==> config.mk <==
export PLATFORM = sky130hd
export DESIGN_NAME = mcrm_top
export DESIGN_NICKNAME = d
export VERILOG_FILES = /design/src/mcrm_pkg.sv /design/src/mcrm_top.sv
export SDC_FILE = /design/constraint.sdc
export NUM_CORES = 1
export LEC_CHECK = 0
export BUFFER_PORTS_ARGS = -buffer_cell sky130_fd_sc_hd__clkbuf_2
export CORE_MARGIN = 3
export CORE_UTILIZATION = 55
export DETAILED_ROUTE_END_ITERATION = 16
export MAX_ROUTING_LAYER = met4
export PLACE_DENSITY = 0.84
export REMOVE_ABC_BUFFERS = 1
export SETUP_SLACK_MARGIN = 0.15
export SYNTH_ARGS = -nofsm -noshare
export SYNTH_HDL_FRONTEND = slang
export SYNTH_SLANG_ARGS = --single-unit
==> constraint.sdc <==
create_clock -name core_clk_i -period 6.1 [get_ports core_clk_i]
set_clock_uncertainty 0.2 [all_clocks]
set_input_delay 0.915 -clock core_clk_i [delete_from_list [all_inputs] [get_ports core_clk_i]]
set_output_delay 0.915 -clock core_clk_i [all_outputs]
set_load 0.01 [all_outputs]
==> src/mcrm_pkg.sv <==
// Package with register map, field positions, reset values and timing for the mode control block
// ****************************************************************
// Function
// - Debug pin and mode pins latched into mode bits at reset release.
// - Special flag writable only while zero; first write after reset ignored.
// - Mode select: once if normal, anytime if special; peripheral/reserved refused.
// - Special single-chip: skip vector fetch, debug firmware controls, no external bus.
// - Special peripheral: CPU idle, entered/left only by reset, no debug use.
// - Special narrow: 16-bit external transfer as high then low byte cycles.
// - Special wide: control port bus pins serve as bus-control outputs.
// - Active debug: ROM overlays FF00-FFFF, debug registers FF00-FF06.
// - Debug active from reset in special single-chip; else enable then activate.
// - Debug accesses internal resources using idle bus cycles.
// - Stretch enable: 0 free-running, 1 stretches; reads 1 in expanded modes.
// - Visibility in special narrow shows internal accesses wide; ignored normal narrow.
// - Visibility and port emulation: once normal, anytime special except first.
// - External bus stop-in-wait shuts bus in wait after a drain delay.
// - Port emulation in expanded modes unmaps port E registers; single-chip keeps them.
// - Register block position: once in normal modes, anytime special; readable.
// - Mapping write takes effect one cycle later; software follows with no-op.
// - Decode priority: debug ROM, registers, RAM, EEPROM, flash, external.
// - Expanded modes: unclaimed addresses decode as external memory.
// - 512-byte register block at 0000 after reset, movable on 2K boundaries.
// - Map interface stop-in-wait shuts mapping access during wait.
// - Mode register absent from map in special peripheral mode.
// - Mode decode of debug, B, A pins into eight modes; reserved forced peripheral.
// ****************************************************************
package mcrm_pkg;
    // Register offsets within the register block
    localparam logic [8:0] OFS_MODE = 9'h00b;
    localparam logic [8:0] OFS_REG_POS = 9'h011;
    localparam logic [8:0] OFS_PORT_E_DATA_REG = 9'h008;
    localparam logic [8:0] OFS_PORT_E_DIRECTION_REG = 9'h009;
    // Mode register fields
    localparam int B_SPEC_N = 7;
    localparam int B_MODE_SELECT_HI = 6;
    localparam int B_MODE_SELECT_LO = 5;
    localparam int B_BUS_CLOCK_STRETCH_ENABLE = 4;
    localparam int B_INTERNAL_VISIBILITY = 3;
    localparam int B_EXT_BUS_STOP_IN_WAIT = 2;
    localparam int B_EME = 0;
    // Register position fields
    localparam int B_MAP_IFACE_STOP_IN_WAIT = 0;
    localparam logic [7:0] REG_POS_RST = 8'h00;
    localparam logic [7:0] REG_POS_MASK = 8'hf9;
    // Debug ROM window
    localparam logic [15:0] DBG_ROM_BASE = 16'hff00;
    localparam logic [15:0] DBG_REG_LAST = 16'hff06;
    // External bus drain delay before wait shutdown
    localparam int DRAIN_NS = 100;
    localparam int CLK_NS = 20;
    localparam int DRAIN_CYC = (DRAIN_NS + CLK_NS - 1) / CLK_NS;
    typedef enum logic [2:0] {
        MD_SPEC_SC = 3'h0, MD_SPEC_NAR = 3'h1, MD_SPEC_PER = 3'h2, MD_SPEC_WIDE = 3'h3,
        MD_NORM_SC = 3'h4, MD_NORM_NAR = 3'h5, MD_RESERVED = 3'h6, MD_NORM_WIDE = 3'h7
    } mcrm_mode_e;
    typedef enum logic [2:0] {
        SEL_DBG, SEL_REG, SEL_RAM, SEL_EE, SEL_FLASH, SEL_EXT, SEL_NONE
    } mcrm_sel_e;
endpackage

==> src/mcrm_top.sv <==
// Mode control, register block mapping and address precedence decoder
module mcrm_top #(
    parameter int ADDR_W = 16
) (
    // Clock, reset, enable
    input wire logic core_clk_i,
    input wire logic rst_b_i,
    input wire logic clk_en_i,
    // Mode pins, asynchronous, sampled on core_clk_i through a two-flop synchroniser
    input wire logic serial_debug_pin_i,
    input wire logic mode_b_pin_i,
    input wire logic mode_a_pin_i,
    // Register port
    input wire logic [8:0] reg_addr_i,
    input wire logic [7:0] reg_wdata_i,
    input wire logic reg_wr_i,
    input wire logic reg_rd_i,
    output logic [7:0] reg_rdata_o,
    // CPU access and other resource windows
    input wire logic [ADDR_W-1:0] cpu_addr_i,
    input wire logic cpu_access_i,
    input wire logic cpu_wide_i,
    input wire logic cpu_external_i,
    input wire logic ram_hit_i,
    input wire logic ee_hit_i,
    input wire logic flash_hit_i,
    // Debug and wait
    input wire logic debug_enable_i,
    input wire logic debug_activate_i,
    input wire logic debug_exit_i,
    input wire logic debug_idle_req_i,
    input wire logic cpu_bus_idle_i,
    input wire logic wait_mode_i,
    // Selects and status
    output logic sel_dbg_rom_o,
    output logic sel_reg_o,
    output logic sel_ram_o,
    output logic sel_ee_o,
    output logic sel_flash_o,
    output logic sel_ext_o,
    output logic [2:0] mode_o,
    output logic debug_active_o,
    output logic skip_reset_vector_o,
    output logic cpu_halt_o,
    output logic debug_grant_o,
    output logic split_narrow_o,
    output logic visible_wide_o,
    output logic bus_ctrl_outputs_o,
    output logic bus_clock_stretch_enable_o,
    output logic ext_bus_off_o,
    output logic map_iface_off_o,
    output logic port_e_mapped_o
);
    // ****************************************************************
    // Pin synchronisers and reset latch
    // ****************************************************************
    logic [2:0] pin_meta_q, pin_sync_q;
    logic latched_q;
    logic [1:0] boot_q;
    always_ff @(posedge core_clk_i or negedge rst_b_i) begin
        if (!rst_b_i) begin
            pin_meta_q <= 3'h0;
            pin_sync_q <= 3'h0;
        end else if (clk_en_i) begin
            pin_meta_q <= {serial_debug_pin_i, mode_b_pin_i, mode_a_pin_i};
            pin_sync_q <= pin_meta_q;
        end
    end

    // ****************************************************************
    // Mode register state
    // ****************************************************************
    logic spec_n_q, mode_select_hi_q, mode_select_lo_q, bus_clock_stretch_enable_q, internal_visibility_q, ext_bus_stop_in_wait_q, eme_q;
    logic spec_wr_seen_q, mode_wr_done_q, internal_visibility_wr_q, eme_wr_q, bus_clock_stretch_enable_wr_q, pos_wr_q;
    logic [4:0] reg_pos_q;
    logic map_iface_stop_in_wait_q;
    logic dbg_active_q;
    logic [2:0] drain_q;

    wire [2:0] mode_now = {spec_n_q, mode_select_hi_q, mode_select_lo_q};
    wire is_special = !spec_n_q;
    wire is_periph = (mode_now == mcrm_pkg::MD_SPEC_PER);
    wire is_single = !mode_select_hi_q && !mode_select_lo_q;
    wire is_expanded = !is_single && !is_periph;
    wire is_narrow = !mode_select_hi_q && mode_select_lo_q;

    wire wr_mode = latched_q && clk_en_i && reg_wr_i && !is_periph && reg_addr_i == mcrm_pkg::OFS_MODE;
    wire wr_pos = latched_q && clk_en_i && reg_wr_i && reg_addr_i == mcrm_pkg::OFS_REG_POS;
    wire [2:0] req_mode = {reg_wdata_i[mcrm_pkg::B_SPEC_N], reg_wdata_i[mcrm_pkg::B_MODE_SELECT_HI],
        reg_wdata_i[mcrm_pkg::B_MODE_SELECT_LO]};
    wire req_bad = req_mode[1] && !req_mode[0];
    wire mode_ok = wr_mode && !req_bad && (is_special || !mode_wr_done_q);
    wire spec_ok = wr_mode && is_special && spec_wr_seen_q && !req_bad;
    wire once_ok = is_special ? 1'b1 : 1'b0;

    function automatic logic bit_ok(input logic special, input logic done, input logic seen);
        bit_ok = special ? seen : !done;
    endfunction

    wire internal_visibility_ok = wr_mode && bit_ok(is_special, internal_visibility_wr_q, internal_visibility_wr_q);
    wire eme_ok = wr_mode && bit_ok(is_special, eme_wr_q, eme_wr_q);
    wire bus_clock_stretch_enable_ok = wr_mode && (is_special || !bus_clock_stretch_enable_wr_q);
    wire pos_ok = wr_pos && (once_ok || !pos_wr_q);

    always_ff @(posedge core_clk_i or negedge rst_b_i) begin
        if (!rst_b_i) begin
            latched_q <= 1'b0;
            boot_q <= 2'h0;
            spec_n_q <= 1'b1;
            mode_select_hi_q <= 1'b0;
            mode_select_lo_q <= 1'b0;
            bus_clock_stretch_enable_q <= 1'b1;
            internal_visibility_q <= 1'b0;
            ext_bus_stop_in_wait_q <= 1'b0;
            eme_q <= 1'b0;
            spec_wr_seen_q <= 1'b0;
            mode_wr_done_q <= 1'b0;
            internal_visibility_wr_q <= 1'b0;
            eme_wr_q <= 1'b0;
            bus_clock_stretch_enable_wr_q <= 1'b0;
            pos_wr_q <= 1'b0;
            reg_pos_q <= 5'h00;
            map_iface_stop_in_wait_q <= 1'b0;
        end else if (clk_en_i) begin
            if (!latched_q) begin
                // Synchroniser needs two edges before it holds the pin levels
                boot_q <= boot_q + 2'h1;
                if (boot_q == 2'h2) begin
                    latched_q <= 1'b1;
                    spec_n_q <= pin_sync_q[2];
                    mode_select_hi_q <= pin_sync_q[1];
                    mode_select_lo_q <= pin_sync_q[0];
                    if (pin_sync_q == mcrm_pkg::MD_RESERVED) begin
                        spec_n_q <= 1'b0;
                        mode_select_hi_q <= 1'b1;
                        mode_select_lo_q <= 1'b0;
                    end
                    internal_visibility_q <= !pin_sync_q[2] || (pin_sync_q == mcrm_pkg::MD_RESERVED);
                    eme_q <= !pin_sync_q[2] || (pin_sync_q == mcrm_pkg::MD_RESERVED);
                end
            end else begin
                if (wr_mode) begin
                    spec_wr_seen_q <= 1'b1;
                    internal_visibility_wr_q <= 1'b1;
                    eme_wr_q <= 1'b1;
                    bus_clock_stretch_enable_wr_q <= 1'b1;
                    mode_wr_done_q <= 1'b1;
                    ext_bus_stop_in_wait_q <= reg_wdata_i[mcrm_pkg::B_EXT_BUS_STOP_IN_WAIT];
                end
                if (spec_ok) begin
                    spec_n_q <= reg_wdata_i[mcrm_pkg::B_SPEC_N];
                end
                if (mode_ok) begin
                    mode_select_hi_q <= reg_wdata_i[mcrm_pkg::B_MODE_SELECT_HI];
                    mode_select_lo_q <= reg_wdata_i[mcrm_pkg::B_MODE_SELECT_LO];
                end
                if (internal_visibility_ok) begin
                    internal_visibility_q <= reg_wdata_i[mcrm_pkg::B_INTERNAL_VISIBILITY];
                end
                if (eme_ok) begin
                    eme_q <= reg_wdata_i[mcrm_pkg::B_EME];
                end
                if (bus_clock_stretch_enable_ok) begin
                    bus_clock_stretch_enable_q <= reg_wdata_i[mcrm_pkg::B_BUS_CLOCK_STRETCH_ENABLE];
                end
                if (wr_pos) begin
                    pos_wr_q <= 1'b1;
                    map_iface_stop_in_wait_q <= reg_wdata_i[mcrm_pkg::B_MAP_IFACE_STOP_IN_WAIT];
                end
                if (pos_ok) begin
                    reg_pos_q <= reg_wdata_i[7:3];
                end
            end
        end
    end

    // ****************************************************************
    // Debug activation and map settling
    // ****************************************************************
    // Mapping writes reach the decoder one cycle later, decoding with the old map meanwhile
    logic [4:0] reg_pos_eff_q;
    always_ff @(posedge core_clk_i or negedge rst_b_i) begin
        if (!rst_b_i) begin
            dbg_active_q <= 1'b0;
            reg_pos_eff_q <= 5'h00;
            drain_q <= 3'h0;
        end else if (clk_en_i) begin
            reg_pos_eff_q <= reg_pos_q;
            if (!latched_q) begin
                dbg_active_q <= (boot_q == 2'h2) && (pin_sync_q == mcrm_pkg::MD_SPEC_SC);
            end else if (debug_exit_i) begin
                dbg_active_q <= 1'b0;
            end else if (debug_enable_i && debug_activate_i && !is_periph) begin
                dbg_active_q <= 1'b1;
            end
            if (!wait_mode_i || !ext_bus_stop_in_wait_q) begin
                drain_q <= 3'h0;
            end else if (drain_q != 3'(mcrm_pkg::DRAIN_CYC)) begin
                drain_q <= drain_q + 3'h1;
            end
        end
    end

    // ****************************************************************
    // Address precedence decoder
    // ****************************************************************
    wire hit_dbg = dbg_active_q && (cpu_addr_i >= mcrm_pkg::DBG_ROM_BASE);
    wire hit_reg = (cpu_addr_i[15:11] == reg_pos_eff_q) && (cpu_addr_i[10:9] == 2'h0);
    wire dbg_reg_win = hit_dbg && (cpu_addr_i <= mcrm_pkg::DBG_REG_LAST);
    wire map_off = map_iface_stop_in_wait_q && wait_mode_i;
    wire [2:0] sel_w = !cpu_access_i || map_off ? mcrm_pkg::SEL_NONE :
        hit_dbg ? mcrm_pkg::SEL_DBG :
        hit_reg ? mcrm_pkg::SEL_REG :
        ram_hit_i ? mcrm_pkg::SEL_RAM :
        ee_hit_i ? mcrm_pkg::SEL_EE :
        flash_hit_i ? mcrm_pkg::SEL_FLASH :
        is_expanded ? mcrm_pkg::SEL_EXT : mcrm_pkg::SEL_NONE;

    // ****************************************************************
    // Read data and registered outputs
    // ****************************************************************
    wire [7:0] mode_rd = {spec_n_q, mode_select_hi_q, mode_select_lo_q, bus_clock_stretch_enable_q | is_expanded, internal_visibility_q, ext_bus_stop_in_wait_q, 1'b0, eme_q};
    wire [7:0] rd_w = (reg_addr_i == mcrm_pkg::OFS_MODE && !is_periph) ? mode_rd :
        (reg_addr_i == mcrm_pkg::OFS_REG_POS) ? ({reg_pos_q, 3'h0} | {7'h00, map_iface_stop_in_wait_q}) : 8'h00;
    wire pe_mapped = is_single || (!is_periph && !eme_q);

    always_ff @(posedge core_clk_i or negedge rst_b_i) begin
        if (!rst_b_i) begin
            reg_rdata_o <= 8'h00;
            sel_dbg_rom_o <= 1'b0;
            sel_reg_o <= 1'b0;
            sel_ram_o <= 1'b0;
            sel_ee_o <= 1'b0;
            sel_flash_o <= 1'b0;
            sel_ext_o <= 1'b0;
            mode_o <= 3'h4;
            debug_active_o <= 1'b0;
            skip_reset_vector_o <= 1'b0;
            cpu_halt_o <= 1'b0;
            debug_grant_o <= 1'b0;
            split_narrow_o <= 1'b0;
            visible_wide_o <= 1'b0;
            bus_ctrl_outputs_o <= 1'b0;
            bus_clock_stretch_enable_o <= 1'b1;
            ext_bus_off_o <= 1'b0;
            map_iface_off_o <= 1'b0;
            port_e_mapped_o <= 1'b1;
        end else if (clk_en_i) begin
            reg_rdata_o <= reg_rd_i ? rd_w : 8'h00;
            sel_dbg_rom_o <= sel_w == mcrm_pkg::SEL_DBG;
            sel_reg_o <= sel_w == mcrm_pkg::SEL_REG;
            sel_ram_o <= sel_w == mcrm_pkg::SEL_RAM;
            sel_ee_o <= sel_w == mcrm_pkg::SEL_EE;
            sel_flash_o <= sel_w == mcrm_pkg::SEL_FLASH;
            sel_ext_o <= sel_w == mcrm_pkg::SEL_EXT;
            mode_o <= mode_now;
            debug_active_o <= dbg_active_q && !dbg_reg_win ? 1'b1 : dbg_active_q;
            skip_reset_vector_o <= latched_q && mode_now == mcrm_pkg::MD_SPEC_SC;
            cpu_halt_o <= is_periph;
            debug_grant_o <= debug_idle_req_i && cpu_bus_idle_i && !is_periph;
            split_narrow_o <= is_narrow && cpu_external_i && cpu_wide_i;
            visible_wide_o <= is_special && is_narrow && internal_visibility_q && !cpu_external_i;
            bus_ctrl_outputs_o <= mode_now == mcrm_pkg::MD_SPEC_WIDE || (is_expanded && is_special);
            bus_clock_stretch_enable_o <= bus_clock_stretch_enable_q | is_expanded;
            ext_bus_off_o <= drain_q == 3'(mcrm_pkg::DRAIN_CYC);
            map_iface_off_o <= map_off;
            port_e_mapped_o <= pe_mapped;
        end
    end
endmodule // mcrm_top

==> impl_metrics.py <==
metrics = {
    "synthesis": {
        "ys_seq_area_share_pct": 54.5,
        "synthFlopType": "dfrtp_1",
        "synth_area_um2": 2770,
        "synth-seq-cells": 60,
        "synthCells": 245,
        "synthArstFlopShare_pct": 100,
        "yosys_warnings": 0,
        "netlist-cell-type-count": 51,
        "syn_area_per_cell_um2": 11.3,
        "synth.most_common_cell": "dfrtp_1",
        "synth_edf_count": 0,
        "yosysTopAreaCellShare_pct": 49.8,
        "synth_top_area_cell": "dfrtp_1",
        "yosys-top-cells-area": "dfrtp_1 50%, mux2_2 11%, dfstp_2 4.8%, o21ai_0 2.9%, nand2_1 2.6%",
        "synthTopCellsByCount": "55 x dfrtp_1, 27 x mux2_2, 19 x nand2_1",
    },
    "detailed_routing": {
        "met1_length_mm": 2.73,
        "via_per_inst": 5.53,
        "vias": 2156,
        "drtPass1Iterations": 4,
        "drt-wirelength-per-cell_um": 15.7,
        "wl_met3_um": 441,
        "dr.max_layer_used": "met4",
        "dr.first_iter.drc_count": 165,
        "routed_wl_mm": 6.12,
        "final_antenna_net_count": 0,
        "dr_wl_met2_mm": 2.86,
        "drc": 0,
    },
    "pwr": {
        "p_leak_nw": 1.65,
        "p_int_mw": 0.734,
        "p_sw_share_pct": 21.2,
        "p_comb_share_pct": 7.1,
        "seq_power_share_pct": 45.0,
        "powerDensity_nw_per_um2": 272,
        "ir_worst_vdd_mv": 0.226,
        "clkPwrFrac_pct": 47.9,
        "switchingPower_mw": 0.197,
    },
    "clock_tree": {
        "numCtsBuffers": 9,
        "post-cts-setup-buffer-count": 0,
        "htreeDepth": 3,
        "clk_pin_slew_ns": 0.06,
        "cts-resized-gates": 0,
        "clockBufferDepth": 2,
        "worstSkewPairLatency_ns": 0.33,
        "tritoncts": "yes",
        "cts_hold_buf": 0,
        "root_buffer": "clkbuf_8",
        "cts.sinks": 60,
    },
    "hold_path": {
        "hold_path_class": "reg2reg",
        "hp-start": "pos_wr_q",
    },
    "layout": {
        "drive_gt1_share_pct": 39.6,
        "area_growth_pct": 23.5,
        "layout.nets": 375,
        "antenna_cells": 0,
        "final_cells": 390,
        "n_fill_cell": 361,
    },
    "timing": {
        "worstMarginPinSlew_ns": 0.731,
        "max_freq_mhz": 380,
        "finalCritPeriodShare_pct": 43.1,
        "slew_headroom_pct": 51.3,
        "fin_setup_tns_ns": 0,
        "setup-violations-final": 0,
        "layout_min_cycle_time_ns": 2.63,
        "rsz0062_at_grt": "no",
        "hold_violations": 0,
        "drv_slew": 0,
    },
    "die": {
        "die_h_um": 76.9,
        "rows": 25,
        "core_um2": 4790,
        "start_util_pct": 57.8,
        "design.die.area_um2": 5910,
        "io_pins": 81,
        "die_w_um": 76.9,
    },
    "critical_path": {
        "worstSetupEndpoint": "eme_q",
        "cp.depth": 7,
        "crit_family": "simple AND/OR/NAND/NOR gates",
        "r2r-end": "mode_select_lo_q",
        "worstSetupStartpointType": "input port",
        "crit_type": "in2reg",
        "r2r_start": "spec_n_q",
        "cp_num_buf_inv": 2,
        "cp.required_ns": 6.11,
        "max_stage_delay_ns": 0.41,
        "critPathLaunch": "clk_en_i",
        "cp_max_fo": 48,
        "cpMaxStageDelayCell": "buf_4",
        "r2r.worst_path.cells": 5,
        "crit_path_end_kind": "register",
        "cp_cell_sequence": "clkbuf_2, buf_4, and3b_1, nand4_1, nor2_1, a31oi_1, mux2_2",
        "reg2reg_setup_slack_ns": 3.66,
        "worstPathArrival_ns": 2.64,
    },
    "job": {
        "drv_cap": 0,
    },
    "global_routing": {
        "grt_pass1_vias": 2076,
        "grtUsageTotal_pct": 22.6,
        "gr-total-overflow": 0,
        "grt_pass1_wl_mm": 10.2,
        "antenna_found_initial": 0,
        "grt_max_degree": 61,
    },
    "run_status": {
        "outcome": "complete, no violations",
    },
    "place": {
        "port_buffers": 70,
        "placed_cells": 374,
        "gp_congestion": 0.850,
        "hpwl_mm": 4.34,
    },
}
[power groups by stage]
stage,Clock [mW],Combinational [mW],Sequential [mW]
detailed placement,0,0.0666,0.426
global route,0.472,0.0735,0.420
global placement,0,0.0649,0.425
finish,0.446,0.0662,0.419
floorplan,0,0.0256,0.425
CTS,0.448,0.0670,0.419
[sequential cells by signal (all words and copies together), names as in the netlist, 2 cells and up]
register       cells
boot_q             2
drain_q            3
mode_o             3
pin_meta_q         3
pin_sync_q         3
reg_pos_eff_q      5
reg_pos_q          5
reg_rdata_o        7
[cell usage in the layout (no fill, tap or decap), types with 2 or more instances in the layout]
master,n
a21oi_1,8
a22o_1,2
a22oi_1,4
a31oi_1,3
buf_4,2
bufinv_16,3
clkbuf_2,70
clkbuf_8,11
dfrtp_1,55
dfstp_2,5
ha_1,4
inv_1,15
mux2_2,27
nand2_1,19
nand3_1,4
nand4_1,5
nor2_1,13
nor2b_1,5
nor3_1,5
nor3b_1,2
nor4_1,2
o21ai_0,16
o2bb2ai_1,6
or2_2,2
or3_1,2
xnor2_1,5
[worst reg2reg max path, delay by kind of cell, from the launching register on]
| kind | cells | cell delay [ns] |
|---|---|---|
| multiplexers | 1 | 0.37 |
| flip-flops | 1 | 0.66 |
| AND/OR/NAND/NOR | 3 | 0.90 |
| AO/OA/AOI/OAI | 1 | 0.19 |
[worst min-delay path by stage]
stage,to,slack [ns],cells after the start
floorplan,pos_wr_q,0.24,1
global placement,pos_wr_q,0.26,1
detailed placement,pos_wr_q,0.26,1
CTS,boot_q[0],0.28,1
global route,boot_q[0],0.30,1
finish,pos_wr_q,0.28,1
[metrics by stage]
stage	utilization, %	hold slack (ns)	area (um^2)	setup slack [ns]	power [mW]
6_report	71.4	0.283	3420	3.47	0.931
2_1_floorplan	-	0.240	2720	3.67	0.451
4_1_cts	71.4	0.284	3420	3.47	0.933
5_1_grt	71.4	0.298	3420	3.37	0.966
3_3_place_gp	66.1	0.258	3170	3.17	0.490
3_5_place_dp	66.1	0.260	3170	3.14	0.492
[final cells by class]
cell class	count	area, um^2	share of cell area [%]
clock buffer	12	155	4.54
clock inverter	4	95.1	2.78
inverter	16	60.1	1.76
multi-input combinational	159	1150	33.6
sequential	60	1510	44.1
tap	67	83.8	2.45
timing repair buffer	72	365	10.7
[routing by layer]
layer  vias up  GRT usage, %
met2        75          33.1
met5         -             -
met3         7          4.46
li1       1022             -
met1      1052          30.6
met4         0          9.96
[kinds of logic (layout without fill, tap and decap cells)]
logic type | after synthesis | count (layout) | synth area share (%)
DFF | 60 | 60 | 54.5
muxes | 28 | 28 | 11.4
AOI/OAI and AO/OA | 53 | 53 | 13.0
other | 1 | 1 | 0.136
and+or+nand+nor | 67 | 67 | 13.3
xor gates and xnor gates | 6 | 6 | 1.90
adders and majority gates | 4 | 4 | 1.81
buffers and inverters | 26 | 104 | 3.94
Power figures use the tool's default switching activity.
